<file path="src/logic/dspcg_consts.svh">
`ifndef DSPCG_CONSTS_SVH
`define DSPCG_CONSTS_SVH
// register offsets from the system control base
`define DSPCG_OFS_MODE_CFG 12'h060
`define DSPCG_OFS_RUN 12'h104
`define DSPCG_OFS_SLP 12'h114
`define DSPCG_OFS_DSL 12'h124
// reset values
`define DSPCG_GATE_RST 32'h0000_0000
`define DSPCG_RCC_RST 32'h0000_0000
// writable bits: 24, 18:16, 4, 1:0
`define DSPCG_GATE_MASK 32'h0107_0013
// auto gating select bit in the run mode config
`define DSPCG_AUTO_SEL_BIT 27
// enable bit positions
`define DSPCG_B_CMP_ZERO 24
`define DSPCG_B_TMR2 18
`define DSPCG_B_TMR1 17
`define DSPCG_B_TMR0 16
`define DSPCG_B_SYNC_ZERO 4
`define DSPCG_B_ASYNC_ONE 1
`define DSPCG_B_ASYNC_ZERO 0
// enable vector width: seven units, index 7 spare
`define DSPCG_NUNITS 8
`endif

</file>
<file path="src/logic/dspcg_pkg.sv">
`include "dspcg_consts.svh"
package dspcg_pkg;
  // power mode of the chip
  typedef enum logic [1:0] {
    pm_run = 2'b00,
    pm_sleep = 2'b01,
    pm_deep = 2'b10
  } dspcg_mode_t;
  // register port request
  typedef struct packed {
    logic [11:0] addr;
    logic [31:0] wdata;
    logic wr;
    logic rd;
  } dspcg_bus_t;
  // access to a peripheral unit
  typedef struct packed {
    logic req;
    logic [2:0] unit;
  } dspcg_acc_t;
endpackage

</file>
<file path="src/logic/dspcg_top.sv">
`timescale 1ns/1ps
`default_nettype none
`include "dspcg_consts.svh"
//////////////////////////////////////////////////////////////////////
module dspcg_top
  import dspcg_pkg::*;
(
  input wire logic clk,
  input wire logic srst,
  input wire dspcg_bus_t bus_req,
  output logic [31:0] rdata_r,
  input wire dspcg_mode_t pwr_mode,
  input wire dspcg_acc_t acc,
  output logic acc_ok_r,
  output logic acc_fault_r,
  output logic [`DSPCG_NUNITS-1:0] unit_clk_en_r
);

  //////////////////////////////////////////////////////////////////////
  // register file state
  logic [31:0] run_clock_gate_1_r;
  logic [31:0] run_clock_gate_1_nxt;
  logic [31:0] sleep_clock_gate_1_r;
  logic [31:0] sleep_clock_gate_1_nxt;
  logic [31:0] deep_sleep_clock_gate_1_r;
  logic [31:0] deep_sleep_clock_gate_1_nxt;
  logic [31:0] run_mode_clock_config_r;
  logic [31:0] run_mode_clock_config_nxt;
  logic [31:0] rdata_nxt;
  logic auto_gating_select;

  assign auto_gating_select = run_mode_clock_config_r[`DSPCG_AUTO_SEL_BIT];

  // writes keep only the implemented bits
  always_comb begin
    run_clock_gate_1_nxt = run_clock_gate_1_r;
    sleep_clock_gate_1_nxt = sleep_clock_gate_1_r;
    deep_sleep_clock_gate_1_nxt = deep_sleep_clock_gate_1_r;
    run_mode_clock_config_nxt = run_mode_clock_config_r;
    rdata_nxt = 32'h0000_0000;
    if (bus_req.wr) begin
      if (bus_req.addr == `DSPCG_OFS_DSL) begin
        deep_sleep_clock_gate_1_nxt = bus_req.wdata & `DSPCG_GATE_MASK;
      end else if (bus_req.addr == `DSPCG_OFS_SLP) begin
        sleep_clock_gate_1_nxt = bus_req.wdata & `DSPCG_GATE_MASK;
      end else if (bus_req.addr == `DSPCG_OFS_RUN) begin
        run_clock_gate_1_nxt = bus_req.wdata & `DSPCG_GATE_MASK;
      end else if (bus_req.addr == `DSPCG_OFS_MODE_CFG) begin
        run_mode_clock_config_nxt[`DSPCG_AUTO_SEL_BIT] = bus_req.wdata[`DSPCG_AUTO_SEL_BIT];
      end
    end
    if (bus_req.rd) begin
      if (bus_req.addr == `DSPCG_OFS_DSL) begin
        rdata_nxt = deep_sleep_clock_gate_1_r;
      end else if (bus_req.addr == `DSPCG_OFS_SLP) begin
        rdata_nxt = sleep_clock_gate_1_r;
      end else if (bus_req.addr == `DSPCG_OFS_RUN) begin
        rdata_nxt = run_clock_gate_1_r;
      end else if (bus_req.addr == `DSPCG_OFS_MODE_CFG) begin
        rdata_nxt = run_mode_clock_config_r;
      end
    end
  end

  // register update; all words start gated off
  always_ff @(posedge clk) begin
    if (srst) begin
      run_clock_gate_1_r <= `DSPCG_GATE_RST;
      sleep_clock_gate_1_r <= `DSPCG_GATE_RST;
      deep_sleep_clock_gate_1_r <= `DSPCG_GATE_RST;
      run_mode_clock_config_r <= `DSPCG_RCC_RST;
      rdata_r <= 32'h0000_0000;
    end else begin
      run_clock_gate_1_r <= run_clock_gate_1_nxt;
      sleep_clock_gate_1_r <= sleep_clock_gate_1_nxt;
      deep_sleep_clock_gate_1_r <= deep_sleep_clock_gate_1_nxt;
      run_mode_clock_config_r <= run_mode_clock_config_nxt;
      rdata_r <= rdata_nxt;
    end
  end

  //////////////////////////////////////////////////////////////////////
  // gate word in force and its unit enables
  logic [31:0] gate_eff;
  logic [`DSPCG_NUNITS-1:0] unit_en;
  logic [`DSPCG_NUNITS-1:0] unit_clk_en_nxt;

  // low-power words only apply with auto gating set
  always_comb begin
    gate_eff = run_clock_gate_1_r;
    if (auto_gating_select) begin
      case (pwr_mode)
        pm_sleep: gate_eff = sleep_clock_gate_1_r;
        pm_deep: gate_eff = deep_sleep_clock_gate_1_r;
        default: gate_eff = run_clock_gate_1_r;
      endcase
    end
  end

  // one enable per unit; index 7 is never a unit
  always_comb begin
    unit_en = '0;
    unit_en[0] = gate_eff[`DSPCG_B_ASYNC_ZERO];
    unit_en[1] = gate_eff[`DSPCG_B_ASYNC_ONE];
    unit_en[2] = gate_eff[`DSPCG_B_SYNC_ZERO];
    unit_en[3] = gate_eff[`DSPCG_B_TMR0];
    unit_en[4] = gate_eff[`DSPCG_B_TMR1];
    unit_en[5] = gate_eff[`DSPCG_B_TMR2];
    unit_en[6] = gate_eff[`DSPCG_B_CMP_ZERO];
    unit_clk_en_nxt = unit_en;
  end

  // enables leave a flop so the clock gate cell sees no glitch
  always_ff @(posedge clk) begin
    if (srst) begin
      unit_clk_en_r <= '0;
    end else begin
      unit_clk_en_r <= unit_clk_en_nxt;
    end
  end

  //////////////////////////////////////////////////////////////////////
  // peripheral access check
  logic acc_ok_nxt;
  logic acc_fault_nxt;

  // a request to a stopped unit faults instead of completing
  always_comb begin
    acc_ok_nxt = 1'b0;
    acc_fault_nxt = 1'b0;
    if (acc.req) begin
      if (unit_clk_en_r[acc.unit]) begin
        acc_ok_nxt = 1'b1;
      end else begin
        acc_fault_nxt = 1'b1;
      end
    end
  end

  // answers are one-cycle pulses
  always_ff @(posedge clk) begin
    if (srst) begin
      acc_ok_r <= 1'b0;
      acc_fault_r <= 1'b0;
    end else begin
      acc_ok_r <= acc_ok_nxt;
      acc_fault_r <= acc_fault_nxt;
    end
  end

  //////////////////////////////////////////////////////////////////////
  // checks
  reset_zero_a: assert property (@(posedge clk)
    $past(srst) |-> unit_clk_en_r == '0 && deep_sleep_clock_gate_1_r == 32'h0000_0000)
    else $error("state not cleared by reset");

  dsl_read_a: assert property (@(posedge clk) disable iff (srst)
    bus_req.rd && bus_req.addr == `DSPCG_OFS_DSL
    |=> rdata_r == $past(deep_sleep_clock_gate_1_r))
    else $error("deep-sleep word read back wrong");

  dsl_write_a: assert property (@(posedge clk) disable iff (srst)
    bus_req.wr && bus_req.addr == `DSPCG_OFS_DSL
    |=> deep_sleep_clock_gate_1_r == ($past(bus_req.wdata) & 32'h0107_0013))
    else $error("deep-sleep write not masked");

  reserved_zero_a: assert property (@(posedge clk) disable iff (srst)
    (deep_sleep_clock_gate_1_r & 32'hFEF8_FFEC) == 32'h0000_0000
    && (rdata_r & 32'hF7FF_FFFF & 32'hFEF8_FFEC) == 32'h0000_0000)
    else $error("reserved bit set");

  fault_gated_a: assert property (@(posedge clk) disable iff (srst)
    acc.req && !unit_clk_en_r[acc.unit] |=> acc_fault_r && !acc_ok_r)
    else $error("gated unit access did not fault");

  ok_clocked_a: assert property (@(posedge clk) disable iff (srst)
    acc.req && unit_clk_en_r[acc.unit] |=> acc_ok_r && !acc_fault_r)
    else $error("clocked unit access faulted");

  deep_select_a: assert property (@(posedge clk) disable iff (srst)
    auto_gating_select && pwr_mode == pm_deep
    |=> unit_clk_en_r[6] == $past(deep_sleep_clock_gate_1_r[24])
    && unit_clk_en_r[3] == $past(deep_sleep_clock_gate_1_r[16]))
    else $error("deep-sleep word not in force");

  run_hold_a: assert property (@(posedge clk) disable iff (srst)
    !auto_gating_select |=> unit_clk_en_r[5:0] == {$past(run_clock_gate_1_r[18:16]),
    $past(run_clock_gate_1_r[4]), $past(run_clock_gate_1_r[1:0])})
    else $error("run word not kept with auto gating clear");

  bit_map_a: assert property (@(posedge clk) disable iff (srst)
    auto_gating_select && pwr_mode == pm_deep ##1 auto_gating_select && pwr_mode == pm_deep
    |=> unit_clk_en_r[5:4] == $past(deep_sleep_clock_gate_1_r[18:17]))
    else $error("timer enables mapped wrong");

  no_unit7_a: assert property (@(posedge clk) disable iff (srst)
    !unit_clk_en_r[7])
    else $error("spare enable set");

  serial_map_a: assert property (@(posedge clk) disable iff (srst)
    !$past(srst) |-> unit_clk_en_r[2] == $past(gate_eff[4]))
    else $error("serial enable wrong");

  // the other two gate words take writes like the deep word
  slp_write_a: assert property (@(posedge clk) disable iff (srst)
    bus_req.wr && bus_req.addr == `DSPCG_OFS_SLP
    |=> sleep_clock_gate_1_r == ($past(bus_req.wdata) & `DSPCG_GATE_MASK))
    else $error("sleep write not masked");

  run_write_a: assert property (@(posedge clk) disable iff (srst)
    bus_req.wr && bus_req.addr == `DSPCG_OFS_RUN
    |=> run_clock_gate_1_r == ($past(bus_req.wdata) & `DSPCG_GATE_MASK))
    else $error("run write not masked");

  // only the auto gating select bit lives in the mode config word
  cfg_write_a: assert property (@(posedge clk) disable iff (srst)
    bus_req.wr && bus_req.addr == `DSPCG_OFS_MODE_CFG
    |=> auto_gating_select == $past(bus_req.wdata[`DSPCG_AUTO_SEL_BIT]))
    else $error("auto gating select not written");

  cfg_only_sel_a: assert property (@(posedge clk) disable iff (srst)
    (run_mode_clock_config_r & ~(32'h0000_0001 << `DSPCG_AUTO_SEL_BIT)) == 32'h0000_0000)
    else $error("mode config holds stray bits");

  // read data stands one cycle and is zero otherwise
  rdata_idle_a: assert property (@(posedge clk) disable iff (srst)
    !bus_req.rd |=> rdata_r == 32'h0000_0000)
    else $error("read data without a read");

  slp_read_a: assert property (@(posedge clk) disable iff (srst)
    bus_req.rd && bus_req.addr == `DSPCG_OFS_SLP
    |=> rdata_r == $past(sleep_clock_gate_1_r))
    else $error("sleep word read back wrong");

  run_read_a: assert property (@(posedge clk) disable iff (srst)
    bus_req.rd && bus_req.addr == `DSPCG_OFS_RUN
    |=> rdata_r == $past(run_clock_gate_1_r))
    else $error("run word read back wrong");

  unmapped_read_a: assert property (@(posedge clk) disable iff (srst)
    bus_req.rd && bus_req.addr != `DSPCG_OFS_DSL && bus_req.addr != `DSPCG_OFS_SLP
    && bus_req.addr != `DSPCG_OFS_RUN && bus_req.addr != `DSPCG_OFS_MODE_CFG
    |=> rdata_r == 32'h0000_0000)
    else $error("unmapped read not zero");

  // the deep word moves only on a write to its own offset
  dsl_hold_a: assert property (@(posedge clk) disable iff (srst)
    !(bus_req.wr && bus_req.addr == `DSPCG_OFS_DSL) |=> $stable(deep_sleep_clock_gate_1_r))
    else $error("deep-sleep word changed without a write");

  words_reserved_a: assert property (@(posedge clk) disable iff (srst)
    ((sleep_clock_gate_1_r | run_clock_gate_1_r) & ~`DSPCG_GATE_MASK) == 32'h0000_0000)
    else $error("reserved bit set in run or sleep word");

  // full enable map for each word in force
  sleep_select_a: assert property (@(posedge clk) disable iff (srst)
    auto_gating_select && pwr_mode == pm_sleep
    |=> unit_clk_en_r[6:0] == $past({sleep_clock_gate_1_r[24], sleep_clock_gate_1_r[18:16],
    sleep_clock_gate_1_r[4], sleep_clock_gate_1_r[1:0]}))
    else $error("sleep word not in force");

  deep_full_a: assert property (@(posedge clk) disable iff (srst)
    auto_gating_select && pwr_mode == pm_deep
    |=> unit_clk_en_r[6:0] == $past({deep_sleep_clock_gate_1_r[24],
    deep_sleep_clock_gate_1_r[18:16], deep_sleep_clock_gate_1_r[4],
    deep_sleep_clock_gate_1_r[1:0]}))
    else $error("deep-sleep enable map wrong");

  run_word_a: assert property (@(posedge clk) disable iff (srst)
    auto_gating_select && pwr_mode == pm_run
    |=> unit_clk_en_r[6:0] == $past({run_clock_gate_1_r[24], run_clock_gate_1_r[18:16],
    run_clock_gate_1_r[4], run_clock_gate_1_r[1:0]}))
    else $error("run word not in force in run mode");

  // access answers are exclusive and only follow a request
  acc_excl_a: assert property (@(posedge clk) disable iff (srst)
    !(acc_ok_r && acc_fault_r))
    else $error("access both completed and faulted");

  acc_idle_a: assert property (@(posedge clk) disable iff (srst)
    !acc.req |=> !acc_ok_r && !acc_fault_r)
    else $error("answer without a request");

  unit7_fault_a: assert property (@(posedge clk) disable iff (srst)
    acc.req && acc.unit == 3'h7 |=> acc_fault_r)
    else $error("spare unit access did not fault");

endmodule // dspcg_top
`default_nettype wire

</file>
<file path="config.mk">
export PLATFORM = sky130hd
export DESIGN_NAME = dspcg_top
export DESIGN_NICKNAME = d
export VERILOG_FILES = /design/src/logic/dspcg_pkg.sv /design/src/logic/dspcg_top.sv
export VERILOG_INCLUDE_DIRS = /design/src /design/src/logic
export SDC_FILE = /design/constraint.sdc
export NUM_CORES = 1
export LEC_CHECK = 0
export ABC_AREA = 1
export BUFFER_PORTS_ARGS = -buffer_cell sky130_fd_sc_hd__buf_4
export CAP_MARGIN = 10
export CORE_AREA = 2 2 71 73
export DETAILED_ROUTE_END_ITERATION = 10
export DIE_AREA = 0 0 73 75
export GPL_ROUTABILITY_DRIVEN = 0
export PLACE_DENSITY = 0.74
export SLEW_MARGIN = 20
export SYNTH_ARGS = -nofsm -noshare
export SYNTH_HDL_FRONTEND = slang
export SYNTH_SLANG_ARGS = --single-unit
</file>
<file path="constraint.sdc">
create_clock -name clk -period 1.5 [get_ports clk]
set_input_delay 0.15 -clock clk [delete_from_list [all_inputs] [get_ports clk]]
set_output_delay 0.15 -clock clk [all_outputs]
set_load 0.01 [all_outputs]
</file>
==> results of run 1 <==
cells by family after synthesis:
group / share of synthesized area (%)
other: 0.1729
buffers and inverters: 18.18
AOI/OAI and AO/OA: 7.906
DFF: 36.01
adders and majority gates: 1.154
and+or+nand+nor: 36.58
layout by cell type, fill, tap and decap left out:
master	count
nand2_1	70
buf_4	51
nor2_1	46
dfxtp_1	39
inv_1	35
conb_1	25
o21ai_0	16
nand4_1	14
nor2_2	12
nand3_1	12
a21oi_1	8
a31oi_1	7
clkbuf_8	7
nor2_4	6
inv_2	4
nand2_2	2
nand3_2	2
ha_1	2
nand2_4	1
nand3_4	1
o211ai_1	1
and3_1	1
clkbuf_1	1
state kept, by name, summed over array words and instances, names as in the netlist:
register,flops
rdata_r,8
deep_sleep_clock_gate_1_r,7
run_clock_gate_1_r,7
sleep_clock_gate_1_r,7
unit_clk_en_r,7
acc_fault_r,1
acc_ok_r,1
run_mode_clock_config_r,1
how the worst min path moves through the flow:
stage	start	endpoint	slack (ns)	depth (start not counted)
6_report	srst	run_clock_gate_1_r[0]$_SDFFE_PP0P_	0.08	2
3_5_place_dp	bus_req[29]	run_mode_clock_config_r[27]$_SDFFE_PP0P_	0.39	3
4_1_cts	srst	run_clock_gate_1_r[0]$_SDFFE_PP0P_	0.07	2
2_1_floorplan	bus_req[2]	deep_sleep_clock_gate_1_r[0]$_SDFFE_PP0P_	0.28	2
3_3_place_gp	bus_req[29]	run_mode_clock_config_r[27]$_SDFFE_PP0P_	0.38	3
5_1_grt	srst	run_clock_gate_1_r[17]$_SDFFE_PP0P_	0.07	2
area by class of cell:
| class | instances | area (µm²) | area share [%] |
|---|---|---|---|
| Multi-Input combinational cell | 226 | 1084 | 42.31 |
| Clock buffer | 8 | 100.1 | 3.908 |
| Sequential cell | 39 | 780.7 | 30.48 |
| Tap cell | 54 | 67.56 | 2.638 |
| Inverter | 39 | 146.4 | 5.716 |
| Timing Repair Buffer | 51 | 382.9 | 14.95 |
metrics by stage:
step / power [µW] / cells / util [%]
6_report: 2035 / 417 / 54.95
5_1_grt: 2104 / 417 / 54.95
2_1_floorplan: 1226 / 338 / -
3_5_place_dp: 1268 / 409 / 52.81
3_3_place_gp: 1265 / 409 / 52.81
4_1_cts: 2036 / 417 / 54.95
where the power goes:
part,internal [µW],leakage (µW),switching (µW),total (µW)
clock,420,0.0000515,370,789
combinational,79.5,0.000913,128,208
sequential,1040,0.000314,0.594,1040
total,1540,0.00128,499,2030
per-layer routing:
metal,routed length (µm),GRT usage [%],vias to the layer above
met4,56,6.790,0
met3,401,4.685,7
met5,0,0,-
met1,2040,24.34,953
li1,-,-,1027
met2,2406,32.93,103
Yosys cell counts, types with 3 or more instances:
library cell | instances | area, µm²
nand2_1 | 70 | 262.8
nor2_1 | 46 | 172.7
dfxtp_1 | 39 | 780.8
inv_1 | 35 | 131.4
buf_4 | 25 | 187.7
o21ai_0 | 16 | 80.08
nand4_1 | 14 | 87.58
nand3_1 | 12 | 60.06
nor2_2 | 12 | 75.07
a21oi_1 | 8 | 40.04
a31oi_1 | 7 | 43.79
nor2_4 | 6 | 67.56
inv_2 | 4 | 15.01
buf_2 | 3 | 15.01
buf_6 | 3 | 33.78
==> flow_summary.yaml, run 1 <==
grt:
  track_usage_pct: 19.48
  grt-ovfl-total: 0
  antenna_found_initial: 0
  grt_max_degree: 24
  grt_pass1_vias: 1848
  grt_pass1_wl_um: 8245
power_and_ir_drop:
  leakage_uw: 0.001279
  peakVddDrop_mv: 0.2834
  p_per_area_nw_per_um2: 794.4
logic_synthesis:
  yosysWarnings: 0
  syn_area_um2: 2168
  ys_ff_latch: 39
  ys_types: 25
  synth_edf_count: 0
  ys_seq_area_share_pct: 36.01
  syn_inst: 314
  ys.flop_type: "dfxtp_1"
  avgSynthCellArea_um2: 6.906
  synthArstFlopShare_pct: 0
detailed_routing:
  drc: 0
  viasPerCell: 5.012
  wl_um: 4905
  ant_nets: 0
  drtPass1Iterations: 7
  drt_iter0_drc: 159
  num_vias: 2090
  wl_per_cell_um: 11.76
floorplanning:
  floorplan.die.height_um: 75
  rows: 25
  core_area_um2: 4661
  initial_core_util_pct: 46.52
  fp.dieW_um: 73
  pin_count: 96
  dieArea_um2: 5475
cells_and_area:
  antennaDiodeCount: 0
  nNetsFinal: 418
  final_area_um2: 2561
  n_fill_cell: 463
  syn2layout_area_growth_pct: 18.12
  final_layout_size_suffix_gt1_share_pct: 23.69
critical_path:
  crit_path_start_kind: "flop"
  critPathCapture: "unit_clk_en_r[4]$_SDFF_PP0_"
  ff2ff_path_depth: 5
  worst-path-buf-inv: 2
  crit_path_cell_trace: "inv_1, nor2_1, buf_4, o21ai_0, a31oi_1"
  r2r_end: "unit_clk_en_r[4]$_SDFF_PP0_"
  cp.arrival_ns: 1.26
  max_stage_delay_ns: 0.31
  end_kind: "flop"
  slowest_stage: "dfxtp_1"
  critPathLaunch: "run_mode_clock_config_r[27]$_SDFFE_PP0P_"
  critPathKind: "reg2reg"
  critical_path_depth: 5
  cp.required_ns: 1.69
  ff2ff_setup_slack_ns: 0.43
  r2r_start: "run_mode_clock_config_r[27]$_SDFFE_PP0P_"
  worstPathMaxFanout: 14
  path_delay_family: "compound AO/OA/AOI/OAI gates"
timing:
  setup_slack_ns: 0.4310
  finalHoldViolCount: 0
  whs_ns: 0.07684
  fmax_mhz: 935.5
  finalSetupViolCount: 0
  skew_ns: 0.005551
  min_period_over_period_pct: 71.26
  drv_slew: 0
  tns_ns: 0
  layout_min_cycle_time_ns: 1.069
  rsz0062_at_grt: "false"
clocking:
  post_cts_buffers: 0
  h-tree-depth: 2
  cts_root_buf: "clkbuf_8"
  cts_tree: "built"
  clkTransAtPathRegs_ns: 0.08
  cts_buffers: 5
  post_cts_resized: 0
  clock_latency_ns: 0.30
  cts.sinks: 39
  holdBufCountCts: 0
  clk_path_buf_depth: 2
status:
  status: "complete, no violations"
run:
  cap_violations: 0
placed_design:
  portBuffers: 46
  place_hpwl_um: 3570
  pre_cts_ws_ns: 0.1651
  dpl_cell_area_um2: 2461
hold_path:
  hold_path_class: "in2reg"
Note: power is estimated with default switching activity, not from simulation.
==> run 2: changes to the inputs <==
==> constraint.sdc (replaced) <==
create_clock -name clk -period 1.1 [get_ports clk]
set_input_delay 0.11 -clock clk [delete_from_list [all_inputs] [get_ports clk]]
set_output_delay 0.11 -clock clk [all_outputs]
set_load 0.01 [all_outputs]
==> flow_summary.yaml, run 2 (synthesis gave the netlist of run 1 again) <==
status:
  status: "complete, no violations"
detailed_routing:
  viasPerCell: 4.793
  ant_nets: 0
  wl_per_cell_um: 11.50
  drtPass1Iterations: 4
  drc: 0
  drt_iter0_drc: 100
  wl_um: 4944
  num_vias: 2061
critical_path:
  worstPathMaxFanout: 7
  crit_path_start_kind: "flop"
  critPathKind: "reg2reg"
  cp.required_ns: 1.32
  r2r_start: "run_mode_clock_config_r[27]$_SDFFE_PP0P_"
  end_kind: "flop"
  cp.arrival_ns: 1.24
  critPathLaunch: "run_mode_clock_config_r[27]$_SDFFE_PP0P_"
placed_design:
  dp.cells: 420
  pre_cts_ws_ns: -0.1583
  portBuffers: 46
  place_hpwl_um: 3723
clocking:
  cts.sinks: 39
  clk_path_buf_depth: 2
  clkTransAtPathRegs_ns: 0.08
  cts_root_buf: "clkbuf_8"
  clock_latency_ns: 0.29
  cts_buffers: 5
  h-tree-depth: 2
  holdBufCountCts: 0
  cts_tree: "built"
hold_path:
  hold_path_class: "in2reg"
  hold_path_startpoint: "srst"
power_and_ir_drop:
  sw_frac_of_total_pct: 23.08
  leakage_uw: 0.001366
  combPwrFrac_pct: 10.6
  peakVddDrop_mv: 0.4535
  pwr-share-seq_pct: 47.7
  power_uw: 2963
  p_per_area_nw_per_um2: 1093
  p_sw_uw: 683.8
  intPower_uw: 2279
  clkPwrFrac_pct: 41.7
grt:
  track_usage_pct: 19.18
  antenna_found_initial: 0
  grt_pass1_wl_um: 8052
  grt_max_degree: 24
  grt_pass1_vias: 1858
  grt-ovfl-total: 0
cells_and_area:
  largest_reg_flops: 8
  antennaDiodeCount: 0
  final_layout_size_suffix_gt1_share_pct: 27.13
  top_register: "rdata_r"
  final_common_cell: "nand2_1"
  n_fill_cell: 458
  area.sequential_um2: 780.7
  syn2layout_area_growth_pct: 24.99
  final_core_util_pct: 58.15
  layout_common_cells: "70 x nand2_1, 60 x buf_4, 45 x nor2_1"
  multi_input_area_um2: 1091
  nNetsFinal: 431
  layoutNonFillerInstCount: 430
timing:
  finalHoldViolCount: 0
  setup_slack_ns: 0.08901
  finalSetupViolCount: 0
  rsz0062_at_grt: "false"
  drv_slew: 0
  layout_min_cycle_time_ns: 1.011
  fmax_mhz: 989.1
  min_period_over_period_pct: 91.91
  tns_ns: 0
  skew_ns: 0.007113
floorplanning:
  rows: 25
  core_area_um2: 4661
  floorplan.die.height_um: 75
  fp.dieW_um: 73
  dieArea_um2: 5475
  pin_count: 96
  initial_core_util_pct: 46.52
run:
  cap_violations: 0
[run 2: cell types whose count changed in the layout (fill, tap and decap cells not counted), sizes merged]
cell,delta
clkbuf,-2
buf,+13
clkinv,+1
bufinv,+1
[run 2: layout make-up]
cell class                 count  area share [%]
clock buffer                   6           3.047
clock inverter                 2           1.293
inverter                      39           5.402
multi-input combinational    226           40.26
sequential                    39           28.81
tap                           54           2.493
timing repair buffer          64           18.70
[run 2: path summary, 6_finish.rpt]
kind / endpoint / slack [ns] / cells after the start
setup reg to reg: unit_clk_en_r[6]$_SDFF_PP0_ / 0.09 / 6
hold / removal: run_clock_gate_1_r[18]$_SDFFE_PP0P_ / 0.03 / 2
setup / recovery: unit_clk_en_r[6]$_SDFF_PP0_ / 0.09 / 6
hold reg to reg: unit_clk_en_r[6]$_SDFF_PP0_ / 0.49 / 2
[run 2: layer usage]
layer	up-vias	share of wire [%]	routed length [µm]	GRT usage [%]
met4	0	1.7	86	8.025
met1	914	43	2108	22.63
met2	82	49	2428	34.33
li1	1056	-	-	-
met3	9	6.5	320	3.347
met5	-	0	0	0
[run 2: metrics by stage]
stage          cell area [µm²]  hold slack, ns
6_report                  2710         0.03329
5_1_grt                   2710         0.02635
3_3_place_gp              2569          0.3361
4_1_cts                   2686         0.03008
2_1_floorplan             2260          0.2449
3_5_place_dp              2569          0.3443
[run 2: power by group through the flow]
stage,clock [µW],sequential [µW],combinational [µW]
floorplan,0,1450,222
global placement,0,1450,304
detailed placement,0,1450,308
CTS,1250,1410,309
global route,1310,1410,351
finish,1230,1410,314
[run 2: what timing repair did]
action	4_1_cts	5_1_grt
gates resized for setup	0	4
endpoints found under the setup margin	0	2
setup buffers	0	1
[run 2: worst max-delay path, stage by stage (launching register included)]
cell and delay, ns:
dfxtp_1 0.33, inv_2 0.06, nor2_4 0.12, buf_6 0.13
buf_4 0.11, o21ai_0 0.06, a31oi_1 0.13
==> run 3: changes to the inputs <==
--- a/config.mk
+++ b/config.mk
@@ -13,7 +13,7 @@
 export DETAILED_ROUTE_END_ITERATION = 10
 export DIE_AREA = 0 0 73 75
 export GPL_ROUTABILITY_DRIVEN = 0
-export PLACE_DENSITY = 0.74
+export PLACE_DENSITY = 0.78
 export SLEW_MARGIN = 20
 export SYNTH_ARGS = -nofsm -noshare
 export SYNTH_HDL_FRONTEND = slang
==> flow_summary.yaml, run 3 (synthesis gave the netlist of run 1 again) <==
clocking:
  clock_latency_ns: 0.29
  h-tree-depth: 2
  cts_buffers: 5
  cts_root_buf: "clkbuf_8"
  post_cts_buffers: 0
  cts.sinks: 39
  clkTransAtPathRegs_ns: 0.07
  cts_tree: "built"
  clk_path_buf_depth: 2
detailed_routing:
  viasPerCell: 4.888
  dr_wl_met3_um: 400
  drc: 0
  top_layer_used: "met4"
  drt_iter0_drc: 120
  drtPass1Iterations: 5
  wl_met1_um: 2072
  wl_per_cell_um: 11.59
  num_vias: 2102
  wl_um: 4985
  route.met2.wl_um: 2433
  ant_nets: 0
timing:
  finalSetupViolCount: 0
  whs_ns: 0.05012
  skew_ns: 0.003322
  drv_slew: 0
  setup_slack_ns: 0.06124
  rsz0062_at_grt: "false"
  layout_min_cycle_time_ns: 1.039
  fmax_mhz: 962.7
  finalHoldViolCount: 0
  min_period_over_period_pct: 94.43
  tns_ns: 0
placed_design:
  place_hpwl_um: 3760
  dp.cells: 422
  pre_cts_ws_ns: -0.2065
  portBuffers: 46
cells_and_area:
  layout_common_cells: "70 x nand2_1, 62 x buf_4, 46 x nor2_1"
  antennaDiodeCount: 0
  n_fill_cell: 441
  nNetsFinal: 431
  final_layout_size_suffix_gt1_share_pct: 26.33
  syn2layout_area_growth_pct: 23.66
  top_register: "rdata_r"
  layoutNonFillerInstCount: 430
  largest_reg_flops: 8
  final_common_cell: "nand2_1"
critical_path:
  end_kind: "flop"
  cp.arrival_ns: 1.23
  critPathKind: "reg2reg"
  worstPathMaxFanout: 14
  crit_path_start_kind: "flop"
  cp.required_ns: 1.30
power_and_ir_drop:
  leakage_uw: 0.001347
  power_uw: 2792
  peakVddDrop_mv: 0.4177
  p_per_area_nw_per_um2: 1041
floorplanning:
  fp.dieW_um: 73
  rows: 25
  pin_count: 96
  core_area_um2: 4661
  floorplan.die.height_um: 75
  dieArea_um2: 5475
  initial_core_util_pct: 46.52
status:
  status: "complete, no violations"
run:
  cap_violations: 0
grt:
  grt_pass1_vias: 1833
  track_usage_pct: 19.45
  grt_pass1_wl_um: 8169
  grt_max_degree: 24
  grt-ovfl-total: 0
  antenna_found_initial: 0
hold_path:
  hold_path_class: "in2reg"
==> run 3: cell count changes in the layout (fill, tap and decap cells not counted), sizes merged <==
cell,before,now
clkbuf,6,8
bufinv,1,0
inv,39,38
==> run 3: worst max-delay path: stages (launching register included) <==
cell,delay (ns)
dfxtp_1,0.31
inv_1,0.05
nor2_1,0.12
buf_6,0.17
o21ai_0,0.08
a31oi_1,0.21
==> run 3: final timing paths <==
| path | startpoint | to | slack, ns | cells after the start |
|---|---|---|---|---|
| max | run_mode_clock_config_r[27]$_SDFFE_PP0P_ | unit_clk_en_r[5]$_SDFF_PP0_ | 0.06 | 5 |
| min | bus_req[29] | run_mode_clock_config_r[27]$_SDFFE_PP0P_ | 0.05 | 3 |
| max reg2reg | run_mode_clock_config_r[27]$_SDFFE_PP0P_ | unit_clk_en_r[5]$_SDFF_PP0_ | 0.06 | 5 |
| min reg2reg | run_clock_gate_1_r[4]$_SDFFE_PP0P_ | run_clock_gate_1_r[4]$_SDFFE_PP0P_ | 0.48 | 2 |
==> run 3: metal layers <==
| metal | global-route usage (%) | vias to the layer above |
|---|---|---|
| met5 | 0 | - |
| met4 | 7.202 | 0 |
| met3 | 4.418 | 9 |
| met2 | 33.73 | 88 |
| met1 | 23.61 | 950 |
| li1 | - | 1055 |
==> run 3: power breakdown <==
group	switching [µW]	total (µW)	internal [µW]
Combinational	183	314	131
Clock	490	1060	572
Sequential	1.01	1410	1410
==> run 3: per-stage QoR <==
stage / util, % / area [µm²]
after floorplan: - / 2260
after global placement: 55.17 / 2571
after detailed placement: 55.17 / 2571
after CTS: 57.32 / 2671
after global routing: 57.53 / 2681
final: 57.53 / 2681
==> run 3: area by class of cell <==
| class | instances | area [µm²] | area share (%) |
|---|---|---|---|
| well taps | 54 | 67.56 | 2.520 |
| repair buffers | 64 | 496.7 | 18.53 |
| flip-flops and latches | 39 | 780.7 | 29.12 |
| multi-input cells | 226 | 1089 | 40.60 |
| inverters | 39 | 147.6 | 5.506 |
| clock buffers | 8 | 100.1 | 3.733 |
==> run 3: repair_timing <==
| item | CTS | global route |
|---|---|---|
| endpoints found under the setup margin | 0 | 6 |
| hold buffers | 0 | 0 |
| gates resized for setup | 0 | 3 |
